--- src/lsos_dummy_unused.sv ---
// reserved for board glue; no logic lives here

--- src/lsos_pkg.sv ---
// shared constants for the load sensing outlet switch
package lsos_pkg;
  localparam int unsigned CLK_HZ = 200_000_000;
  localparam int unsigned CYC_PER_MS = CLK_HZ / 1000;
  localparam int unsigned CYC_PER_US = CLK_HZ / 1_000_000;
  // start-up settling before the master outlet is powered
  localparam int unsigned INIT_CYC = 16;
  localparam int unsigned TICK_MS = 20;
  localparam int unsigned SUP_MS = 200;
  localparam int unsigned DLY_MS = 100;
  localparam int unsigned THRESH_W = 30;
  // metering chip pulse period at the power threshold; depends on the shunt, set per board
  localparam int unsigned THRESH_PERIOD_US = 1000;
  localparam int unsigned TICK_CYC = TICK_MS * CYC_PER_MS;
  localparam int unsigned DLY_CYC = DLY_MS * CYC_PER_MS;
  localparam int unsigned THRESH_CYC = THRESH_PERIOD_US * CYC_PER_US;
  localparam int unsigned SUP_TICKS = SUP_MS / TICK_MS;
  localparam int unsigned FILT_N = 6;
  localparam int unsigned IVAL_W = 32;
endpackage

--- src/lsos_smp_if.sv ---
// interval samples into the trimmed-mean filter and its result back
`timescale 1ns/1ps
interface lsos_smp_if #(parameter int W = 32);
  logic smp_vld;
  logic [W-1:0] smp;
  logic flush;
  logic filt_vld;
  logic [W-1:0] filt;
  modport src (output smp_vld, output smp, output flush, input filt_vld, input filt);
  modport flt (input smp_vld, input smp, input flush, output filt_vld, output filt);
endinterface

--- src/lsos_tmean.sv ---
// trimmed-mean filter: drops smallest and largest of a window, averages the rest
`timescale 1ns/1ps
module lsos_tmean #(
  parameter int N = lsos_pkg::FILT_N,
  parameter int W = lsos_pkg::IVAL_W
) (
  // clock and reset
  input wire logic clk_sys,
  input wire logic arst_n,
  // samples in, result out
  lsos_smp_if.flt ifc
);
  localparam int FW = $clog2(N + 1);
  localparam int SW = W + $clog2(N) + 1;
  typedef struct packed {
    logic [N-1:0][W-1:0] win;
    logic [FW-1:0] fill;
    logic upd;
    logic vld;
    logic [W-1:0] res;
  } lsos_tm_st_t;
  lsos_tm_st_t s_q;
  lsos_tm_st_t s_d;
  logic [SW-1:0] sum;
  logic [W-1:0] mn;
  logic [W-1:0] mx;

  assign ifc.filt_vld = s_q.vld;
  assign ifc.filt = s_q.res;

  always_comb
  begin
    s_d = s_q;
    sum = '0;
    mn = s_q.win[0];
    mx = s_q.win[0];
    for (int i = 0; i < N; i++)
    begin
      sum = sum + SW'(s_q.win[i]);
      if (s_q.win[i] < mn)
        mn = s_q.win[i];
      if (s_q.win[i] > mx)
        mx = s_q.win[i];
    end
    s_d.upd = 1'b0;
    // result only once the window is full, so start-up zeros never count
    if (s_q.upd && s_q.fill == FW'(N))
    begin
      s_d.vld = 1'b1;
      s_d.res = W'((sum - SW'(mn) - SW'(mx)) / SW'(N - 2));
    end
    if (ifc.flush)
    begin
      s_d.fill = '0;
      s_d.vld = 1'b0;
    end
    else if (ifc.smp_vld)
    begin
      s_d.win = {s_q.win[N-2:0], ifc.smp};
      s_d.fill = (s_q.fill == FW'(N)) ? s_q.fill : s_q.fill + FW'(1);
      s_d.upd = 1'b1;
    end
  end

  always_ff @(posedge clk_sys or negedge arst_n)
  begin
    if (!arst_n)
      s_q <= '0;
    else
      s_q <= s_d;
  end

  property p_filt_trim;
    @(posedge clk_sys) disable iff (!arst_n)
    (s_q.upd && s_q.fill == FW'(N) && !ifc.flush) |=> (s_q.vld && s_q.res >= $past(mn) && s_q.res <= $past(mx));
  endproperty
  a_filt_trim: assert property (p_filt_trim) else $error("filter result outside trimmed range");

  property p_filt_flush;
    @(posedge clk_sys) disable iff (!arst_n)
    ifc.flush |=> !s_q.vld && s_q.fill == '0;
  endproperty
  a_filt_flush: assert property (p_filt_flush) else $error("filter not cleared by flush");
endmodule

--- src/lsos_top.sv ---
// load sensing outlet switch: pulse interval capture, filtering, supervision, relay drive
`timescale 1ns/1ps
module lsos_top #(
  parameter int unsigned TICK_CYC = lsos_pkg::TICK_CYC,
  parameter int unsigned DLY_CYC = lsos_pkg::DLY_CYC,
  parameter int unsigned THRESH_CYC = lsos_pkg::THRESH_CYC
) (
  // clock and reset
  input wire logic clk_sys,
  input wire logic arst_n,
  // metering chip pulse
  input wire logic power_pulse_in,
  // relays
  output logic master_relay_out,
  output logic slave_relay_out,
  // status
  output logic no_load_out
);
  localparam int IW = lsos_pkg::IVAL_W;
  localparam int CW = 32;
  localparam int SPW = 4;
  localparam logic [CW-1:0] INIT_LAST = CW'(lsos_pkg::INIT_CYC - 1);
  localparam logic [CW-1:0] TICK_LAST = CW'(TICK_CYC - 1);
  localparam logic [CW-1:0] DLY_LAST = CW'(DLY_CYC - 1);
  localparam logic [IW-1:0] THRESH_IV = IW'(THRESH_CYC);
  localparam logic [SPW-1:0] SUP_LAST = SPW'(lsos_pkg::SUP_TICKS - 1);

  typedef enum logic [1:0] {ST_INIT, ST_RUN} lsos_st_t;
  typedef struct packed {
    lsos_st_t st;
    logic [CW-1:0] init_cnt;
    logic [1:0] sync;
    logic prev;
    logic seen;
    logic [IW-1:0] ival;
    logic smp_vld;
    logic [IW-1:0] smp;
    logic flush;
    logic [CW-1:0] tick_cnt;
    logic tick;
    logic [SPW-1:0] sup_cnt;
    logic timeout;
    logic [CW-1:0] dly_cnt;
    logic master;
    logic slave;
  } lsos_top_st_t;

  lsos_top_st_t s_q;
  lsos_top_st_t s_d;
  logic rise;
  logic want_on;

  lsos_smp_if #(.W(IW)) smp_if ();

  lsos_tmean #(
    .N(lsos_pkg::FILT_N),
    .W(IW)
  ) u_tmean (
    .clk_sys(clk_sys),
    .arst_n(arst_n),
    .ifc(smp_if.flt)
  );

  assign smp_if.smp_vld = s_q.smp_vld;
  assign smp_if.smp = s_q.smp;
  assign smp_if.flush = s_q.flush;
  assign master_relay_out = s_q.master;
  assign slave_relay_out = s_q.slave;
  assign no_load_out = s_q.timeout;

  // sync[0] is the first stage, only sync[1] is looked at
  assign rise = s_q.sync[1] & ~s_q.prev;
  // pulse frequency tracks power, so a short period is a heavy load
  assign want_on = !s_q.timeout && smp_if.filt_vld && (smp_if.filt < THRESH_IV);

  always_comb
  begin
    s_d = s_q;
    s_d.sync = {s_q.sync[0], power_pulse_in};
    s_d.prev = s_q.sync[1];
    s_d.smp_vld = 1'b0;
    s_d.flush = 1'b0;
    s_d.tick = 1'b0;
    case (s_q.st)
      ST_INIT:
      begin
        s_d.init_cnt = s_q.init_cnt + CW'(1);
        if (s_q.init_cnt == INIT_LAST)
        begin
          s_d.st = ST_RUN;
          s_d.master = 1'b1;
        end
      end
      ST_RUN:
      begin
        // saturate so a very slow train still reads as a long interval
        if (s_q.ival != '1)
          s_d.ival = s_q.ival + IW'(1);
        if (s_q.tick_cnt == TICK_LAST)
        begin
          s_d.tick_cnt = '0;
          s_d.tick = 1'b1;
        end
        else
          s_d.tick_cnt = s_q.tick_cnt + CW'(1);
        if (s_q.tick && !s_q.timeout)
        begin
          if (s_q.sup_cnt == SUP_LAST)
          begin
            s_d.timeout = 1'b1;
            s_d.flush = 1'b1;
          end
          else
            s_d.sup_cnt = s_q.sup_cnt + SPW'(1);
        end
        // a pulse restarts supervision; it wins over a tick in the same cycle
        if (rise)
        begin
          // the edge cycle counts too, so a period of p cycles reads as p
          s_d.ival = IW'(1);
          s_d.seen = 1'b1;
          s_d.sup_cnt = '0;
          s_d.timeout = 1'b0;
          s_d.flush = 1'b0;
          if (s_q.seen && !s_q.timeout)
          begin
            s_d.smp_vld = 1'b1;
            s_d.smp = s_q.ival;
          end
        end
        // a change must persist for the whole delay; a glitch restarts it
        if (want_on != s_q.slave)
        begin
          if (s_q.dly_cnt == DLY_LAST)
          begin
            s_d.dly_cnt = '0;
            s_d.slave = want_on;
          end
          else
            s_d.dly_cnt = s_q.dly_cnt + CW'(1);
        end
        else
          s_d.dly_cnt = '0;
      end
      default:
      begin
        s_d = '0;
      end
    endcase
  end

  always_ff @(posedge clk_sys or negedge arst_n)
  begin
    if (!arst_n)
      s_q <= '0;
    else
      s_q <= s_d;
  end

  property p_master_hold;
    @(posedge clk_sys) disable iff (!arst_n)
    master_relay_out |=> master_relay_out;
  endproperty
  a_master_hold: assert property (p_master_hold) else $error("master relay dropped");

  property p_master_init;
    @(posedge clk_sys) disable iff (!arst_n)
    (s_q.st == ST_INIT && s_q.init_cnt == INIT_LAST) |=> master_relay_out && s_q.st == ST_RUN;
  endproperty
  a_master_init: assert property (p_master_init) else $error("master relay not on after init");

  property p_capture;
    @(posedge clk_sys) disable iff (!arst_n)
    (s_q.st == ST_RUN && rise && s_q.seen && !s_q.timeout) |=>
      (s_q.smp_vld && s_q.smp == $past(s_q.ival) && s_q.ival == IW'(1));
  endproperty
  a_capture: assert property (p_capture) else $error("pulse interval not captured");

  property p_sync_path;
    @(posedge clk_sys) disable iff (!arst_n)
    $rose(power_pulse_in) ##1 power_pulse_in |=> s_q.sync[1];
  endproperty
  a_sync_path: assert property (p_sync_path) else $error("pulse input not seen after two stages");

  property p_tick_period;
    @(posedge clk_sys) disable iff (!arst_n)
    s_q.tick |-> $past(s_q.tick_cnt) == TICK_LAST && s_q.tick_cnt == '0;
  endproperty
  a_tick_period: assert property (p_tick_period) else $error("supervision tick off period");

  property p_timeout;
    @(posedge clk_sys) disable iff (!arst_n)
    (s_q.tick && !s_q.timeout && s_q.sup_cnt == SUP_LAST && !rise) |=> no_load_out ##1 !smp_if.filt_vld;
  endproperty
  a_timeout: assert property (p_timeout) else $error("no-load timeout not raised");

  property p_slave_on;
    @(posedge clk_sys) disable iff (!arst_n)
    $rose(slave_relay_out) |-> $past(want_on) && $past(s_q.dly_cnt) == DLY_LAST;
  endproperty
  a_slave_on: assert property (p_slave_on) else $error("slave on without full delay");

  property p_slave_off;
    @(posedge clk_sys) disable iff (!arst_n)
    $fell(slave_relay_out) |-> !$past(want_on) && $past(s_q.dly_cnt) == DLY_LAST;
  endproperty
  a_slave_off: assert property (p_slave_off) else $error("slave off without full delay");

  property p_slave_steady;
    @(posedge clk_sys) disable iff (!arst_n)
    (want_on == slave_relay_out) |=> $stable(slave_relay_out);
  endproperty
  a_slave_steady: assert property (p_slave_steady) else $error("slave relay changed with no cause");

  c_slave_on: cover property (@(posedge clk_sys) disable iff (!arst_n) $rose(slave_relay_out));
  c_slave_off: cover property (@(posedge clk_sys) disable iff (!arst_n) $fell(slave_relay_out));
  c_timeout: cover property (@(posedge clk_sys) disable iff (!arst_n) $rose(no_load_out));
  c_filt: cover property (@(posedge clk_sys) disable iff (!arst_n) $rose(smp_if.filt_vld));
endmodule

--- config.mk ---
export PLATFORM = sky130hd
export DESIGN_NAME = lsos_top
export DESIGN_NICKNAME = d
export VERILOG_FILES = /design/src/lsos_dummy_unused.sv /design/src/lsos_pkg.sv /design/src/lsos_smp_if.sv /design/src/lsos_tmean.sv /design/src/lsos_top.sv
export SDC_FILE = /design/constraint.sdc
export NUM_CORES = 2
export LEC_CHECK = 0
export BUFFER_PORTS_ARGS = -buffer_cell sky130_fd_sc_hd__buf_2
export CAP_MARGIN = 40
export CORE_MARGIN = 5
export CORE_UTILIZATION = 55
export CTS_CLUSTER_SIZE = 24
export DETAILED_ROUTE_END_ITERATION = 8
export PLACE_DENSITY = 0.7
export SLEW_MARGIN = 20
export SYNTH_ARGS = -nofsm -noshare
export SYNTH_HDL_FRONTEND = slang
export SYNTH_SLANG_ARGS = --single-unit
--- constraint.sdc ---
create_clock -name clk_sys -period 22.3 [get_ports clk_sys]
set_input_delay 2.23 -clock clk_sys [delete_from_list [all_inputs] [get_ports clk_sys]]
set_output_delay 2.23 -clock clk_sys [all_outputs]
set_load 0.01 [all_outputs]
==> After elaboration in Yosys (flattened, before gate mapping) <==
Cells that the tools add are included.
{ "totals": {"ramBits": 0, "elab_cells": 130, "romBits": 0, "latchBits": 0, "register_bits": 405, "mem_count": 0, "output_inout_bits": 3} }
{ "op_classes": {"div": 0, "shifts": 0, "n_reduce_logical": 19, "n_addsub": 13, "order_cmp": 11, "mul": 0, "eq_ne": 18, "bitwise_logic": 5, "n_mux": 38} }
{ "op_table": {"columns": ["op", "count"], "rows": [
  ["$mux 32", 14],
  ["$pmux 137 s2", 1],
  ["$gt 32x32->1", 5],
  ["$lt 32x32->1", 5],
  ["$add 32x1->32 const B", 4],
  ["$add 34x32->34", 3],
  ["$pmux 34 s2", 1],
  ["$sub 34x32->34", 2],
  ["$mux 67", 1],
  ["$mux 33", 2],
  ["$add 33x32->34", 1],
  ["$add 32x32->33", 1],
  ["$eq 32x22->1 const B", 1],
  ["$eq 32x25->1 const B", 1],
  ["$eq 32x4->1 const B", 1],
  ["$lt 32x18->1 const B", 1],
  ["$ne 32x32->1 const B", 1],
  ["$ne 2x2->1 const B", 6],
  ["$ne 3x3->1 const B", 4],
  ["$reduce_and 3->1", 4],
  ["$mux 5", 2],
  ["$reduce_and 2->1", 5],
  ["$mux 1", 9],
  ["$mux 3", 3],
  ["other kinds (16)", 26]
]} }

==> Logic depth before layout (Yosys ltp) <==
{ "logic_depth": {"depth_word": 14, "ltp_mapped": 98} }

==> By module <==
Synthesis repeated with hierarchy kept, for this count alone.
{ "hier_totals": {"hier_cells": 3682, "hier_area_um2": 33733.6} }
{ "by_module_without_submodules": {"columns": ["mod", "instances", "area_per_inst_um2", "cells_per_inst", "seq_area_each_um2"], "rows": [
  ["lsos_tmean", 1, 25346.8, 2805, 5730.5],
  ["lsos_top", 1, 8386.8, 877, 4354.2]
]} }

==> Least setup slack after synthesis <==
No wires, ideal clock.
{ "synth_path": {"path_type": "register to register", "startpoint": "register u_tmean.s_q[52] in the netlist's numbering", "endpoint": "register u_tmean.s_q, in the netlist u_tmean.ifc.filt[30]", "path_buffers": 9, "setup_slack_ns": 3.126, "arrival_time_ns": 19.039, "required_time_ns": 22.165, "path_stages_with_launch": 93, "path_cell_list": "dfrtp_1 -> inv_1 -> ha_1 -> nand4_1 -> or2_0 -> or3_1 -> or2_1 -> a21oi_4 -> clkbuf_1 -> buf_1 -> mux2i_1 -> ha_1 -> nand4_1 -> nor4_1 -> nand2_1 -> or4_1 -> o21a_1 -> or2_1 -> (+57 left out) -> inv_1 -> ha_1 -> nor2b_1 -> o21ai_0 -> a21boi_0 -> o21ai_0 -> a21oi_1 -> o21a_1 -> o31a_1 -> o311ai_0 -> a21boi_0 -> a311oi_1 -> o31a_1 -> a21oi_1 -> a21o_1 -> a21oi_1 -> xor2_1 -> o21ai_0"} }
{ "synth_between": {"elab_chain_cells": 12, "elab_cells_between_ends": 27, "classes_between": "7 x add/sub; 10 x order compare; 10 x mux"} }
{ "synth_lines": {"columns": ["item", "line", "source"], "rows": [
  ["start: declaration", "lsos_tmean.sv:22", "lsos_tm_st_t s_q;"],
  ["start signal: assignment", "lsos_tmean.sv:68", "s_q <= '0;"],
  ["start signal: assignment", "lsos_tmean.sv:70", "s_q <= s_d;"],
  ["$lt 32x32->1", "lsos_tmean.sv:40", "if (s_q.win[i] < mn)"],
  ["$mux 32", "lsos_tmean.sv:40", null],
  ["$lt 32x32->1", "lsos_tmean.sv:40", null],
  ["$mux 32", "lsos_tmean.sv:40", null],
  ["$lt 32x32->1", "lsos_tmean.sv:40", null],
  ["$mux 32", "lsos_tmean.sv:40", null],
  ["$lt 32x32->1", "lsos_tmean.sv:40", null],
  ["$mux 32", "lsos_tmean.sv:40", null],
  ["$lt 32x32->1", "lsos_tmean.sv:40", null],
  ["$mux 32", "lsos_tmean.sv:40", null],
  ["$sub 34x32->34", "lsos_tmean.sv:50", "s_d.res = W'((sum - SW'(mn) - SW'(mx)) / SW'(N - 2));"],
  ["$sub 34x32->34 *", "lsos_tmean.sv:50", null]
]} }
Mark *: on every way between the ends. The rest lies on a longest branch, timed or not.
A chain may end at the register's enable or synchronous reset.

==> Final worst setup path <==
{ "layout_path": {"startpoint": "register u_tmean.s_q[55] in the netlist's numbering", "endpoint": "register u_tmean.s_q, in the netlist u_tmean.ifc.filt[30]"} }
The elaborated chain is that of the path after synthesis.

==> reports/metrics.cfg <==
[run_status]
outcome = complete, no violations

[hold_path]
hold_end = s_q[141]$_DFF_PN0_
holdPathStages = 0
min_from = s_q[140]$_DFF_PN0_
worstHoldPathType = reg -> reg

[worst_setup_path]
cp-start-kind = flip-flop
crit_path_end_kind = flip-flop
crit_required_ns = 22.76
reg2reg_to = u_tmean.ifc.filt[30]$_DFFE_PN0P_
crit_family = compound AO/OA/AOI/OAI gates
slowest_delay_ns = 0.62
cp.depth = 88
rr_startpoint = u_tmean.s_q[55]$_DFFE_PN0P_
worstSetupPathType = reg -> reg
critical-path-slowest-cell = a21oi_4
reg2reg_slack_ns = 1.20
worst-path-buf-inv = 13
reg2regPathDepth = 88
worstPathMaxFanout = 30
worst_ep_arrival_time_ns = 21.56

[timing]
whs_ns = 0.354
final_hold_viol_count = 0
post-route-period-util = 0.946
relSlewSlack = 0.272
clock_skew_ns = 0.0346
fin_ws_ns = 1.20
slew_violations = 0
fin_tns_setup_ns = 0
timing.fmax_mhz = 47.4
tightestPinTransition_ns = 1.09
setup_violations = 0
period_needed_ns = 21.10

[synth]
netlist_area_sq_um = 32200
synth_seq_cells = 397
async_flop_share = 1.00
synth_top_area_frac = 0.308
synth_area_per_cell_sq_um = 9.33
synth_edf_count = 0
yosysUniqueCellTypes = 77
synthMostInstantiatedCell = inv_1
syn_nets = 3969
yosys-top-cells-count = 424 x inv_1, 397 x dfrtp_1, 319 x ha_1
synthTopCellsByArea = dfrtp_1 31%, ha_1 12%, fa_1 12%
yosysTopAreaCell = dfrtp_1
ys_seq_area_frac = 0.308
ys.flop_type = dfrtp_1
synthCells = 3457
yosys_warnings = 0

[route]
ant_nets = 0
vias = 25700
drc = 0
firstDrtPassIters = 6
totalWireLength_mm = 91.1
drt-initial-drc-count = 2293
via_per_inst = 6.07
wl_per_cell_um = 21.5

[cts]
h-tree-depth = 2
cts_num_sinks = 397
numCtsBuffers = 47
cts-root-buf = clkbuf_16
cts_hold_buf = 0
clockBufferDepth = 3
cts_tree = yes
clkTransAtPathRegs_ns = 0.06
clk_latency_ns = 0.63

[job]
drv_cap = 0

[cells_and_area]
drive_above_1_share = 0.0958
multi_input_area_sq_um = 20400
syn2layout_area_growth_pct = 8.84
nFillCells = 4883
antenna_cells = 0
final_cell_area_sq_um = 35100
regArea_sq_um = 9930
nets = 3954

[die]
start_util = 0.557
io_pins = 6
rows = 88
dieHeight_um = 252
core_area_sq_um = 57900
die_area_sq_um = 63600
dieWidth_um = 252

[global_routing]
antenna_found_initial = 1
grt_usage = 0.284
grt_pass1_wl_mm = 144
grt_pass1_vias = 25800
overflow = 0
grt_max_degree = 202

[placement]
place.gp.congestion = 0.992
hpwl_mm = 70.1
io_buffers = 5
postPlaceCellArea_sq_um = 33300
place_worst_setup_slack_ns = 0.113

==> how the worst max path moves through the flow <==
| stage | from | end | slack, ns |
|---|---|---|---|
| after floorplan | u_tmean.s_q[52]$_DFFE_PN0P_ | u_tmean.ifc.filt[30]$_DFFE_PN0P_ | 3.13 |
| after global placement | u_tmean.s_q[46]$_DFFE_PN0P_ | u_tmean.ifc.filt[30]$_DFFE_PN0P_ | 0.62 |
| after detailed placement | u_tmean.s_q[45]$_DFFE_PN0P_ | u_tmean.ifc.filt[30]$_DFFE_PN0P_ | 0.11 |
| after CTS | u_tmean.s_q[45]$_DFFE_PN0P_ | u_tmean.ifc.filt[30]$_DFFE_PN0P_ | 0.23 |
| after global routing | u_tmean.s_q[51]$_DFFE_PN0P_ | u_tmean.ifc.filt[30]$_DFFE_PN0P_ | -0.06 |
| final | u_tmean.s_q[55]$_DFFE_PN0P_ | u_tmean.ifc.filt[30]$_DFFE_PN0P_ | 1.20 |
==> through the flow <==
stage / instances / utilization
after floorplan: 3457 / -
after global placement: 4138 / 0.572
after detailed placement: 4144 / 0.575
after CTS: 4228 / 0.603
after global routing: 4242 / 0.606
final: 4242 / 0.606
==> flip-flops by register name, indices dropped and copies added (netlist names) <==
register / cells
u_tmean.ifc.filt_vld: 1
s_q: 137
slave_relay_out: 1
no_load_out: 1
smp_if.smp_vld: 1
smp_if.flush: 1
u_tmean.s_q: 196
smp_if.smp: 32
master_relay_out: 1
u_tmean.ifc.filt: 26
==> timing repair <==
item	4_1_cts	5_1_grt
endpoints found under the setup margin	1	16
gates resized for setup	1	10
gates cloned	0	2
setup buffers	0	9
==> area by class of cell <==
cell class | count | area share
well taps | 765 | 0.0273
clock inverters | 15 | 0.00699
inverters | 424 | 0.0454
repair buffers | 54 | 0.0152
clock buffers | 69 | 0.0402
multi-input cells | 2518 | 0.582
flip-flops and latches | 397 | 0.283
==> placed cells by master (no fill, tap or decap), types with 87 or more instances in the layout <==
master,Yosys,final
inv_1,424,424
dfrtp_1,397,397
ha_1,319,319
nand2_1,309,309
o21ai_0,296,296
nor2_1,229,229
a21oi_1,194,193
fa_1,190,190
mux2_2,165,165
mux2i_1,99,99
nand4_1,87,87
==> per-layer routing <==
layer  vias to the layer above  global-route usage  part of all wire
met5                         -                   0                 0
met4                         0               0.132             0.057
met3                       234              0.0349             0.061
met2                       919               0.454              0.45
met1                     12700               0.389              0.43
li1                      11900                   -                 -
==> cell families after synthesis <==
family,synth area share
AOI/OAI and AO/OA,0.132
buffers and inverters,0.0635
adders and majority gates,0.242
muxes,0.0891
DFF,0.308
and+or+nand+nor,0.135
xor gates and xnor gates,0.0296
Power is not shown: default switching activity piles up to over one toggle a cycle in this logic, so the estimate is an artifact.
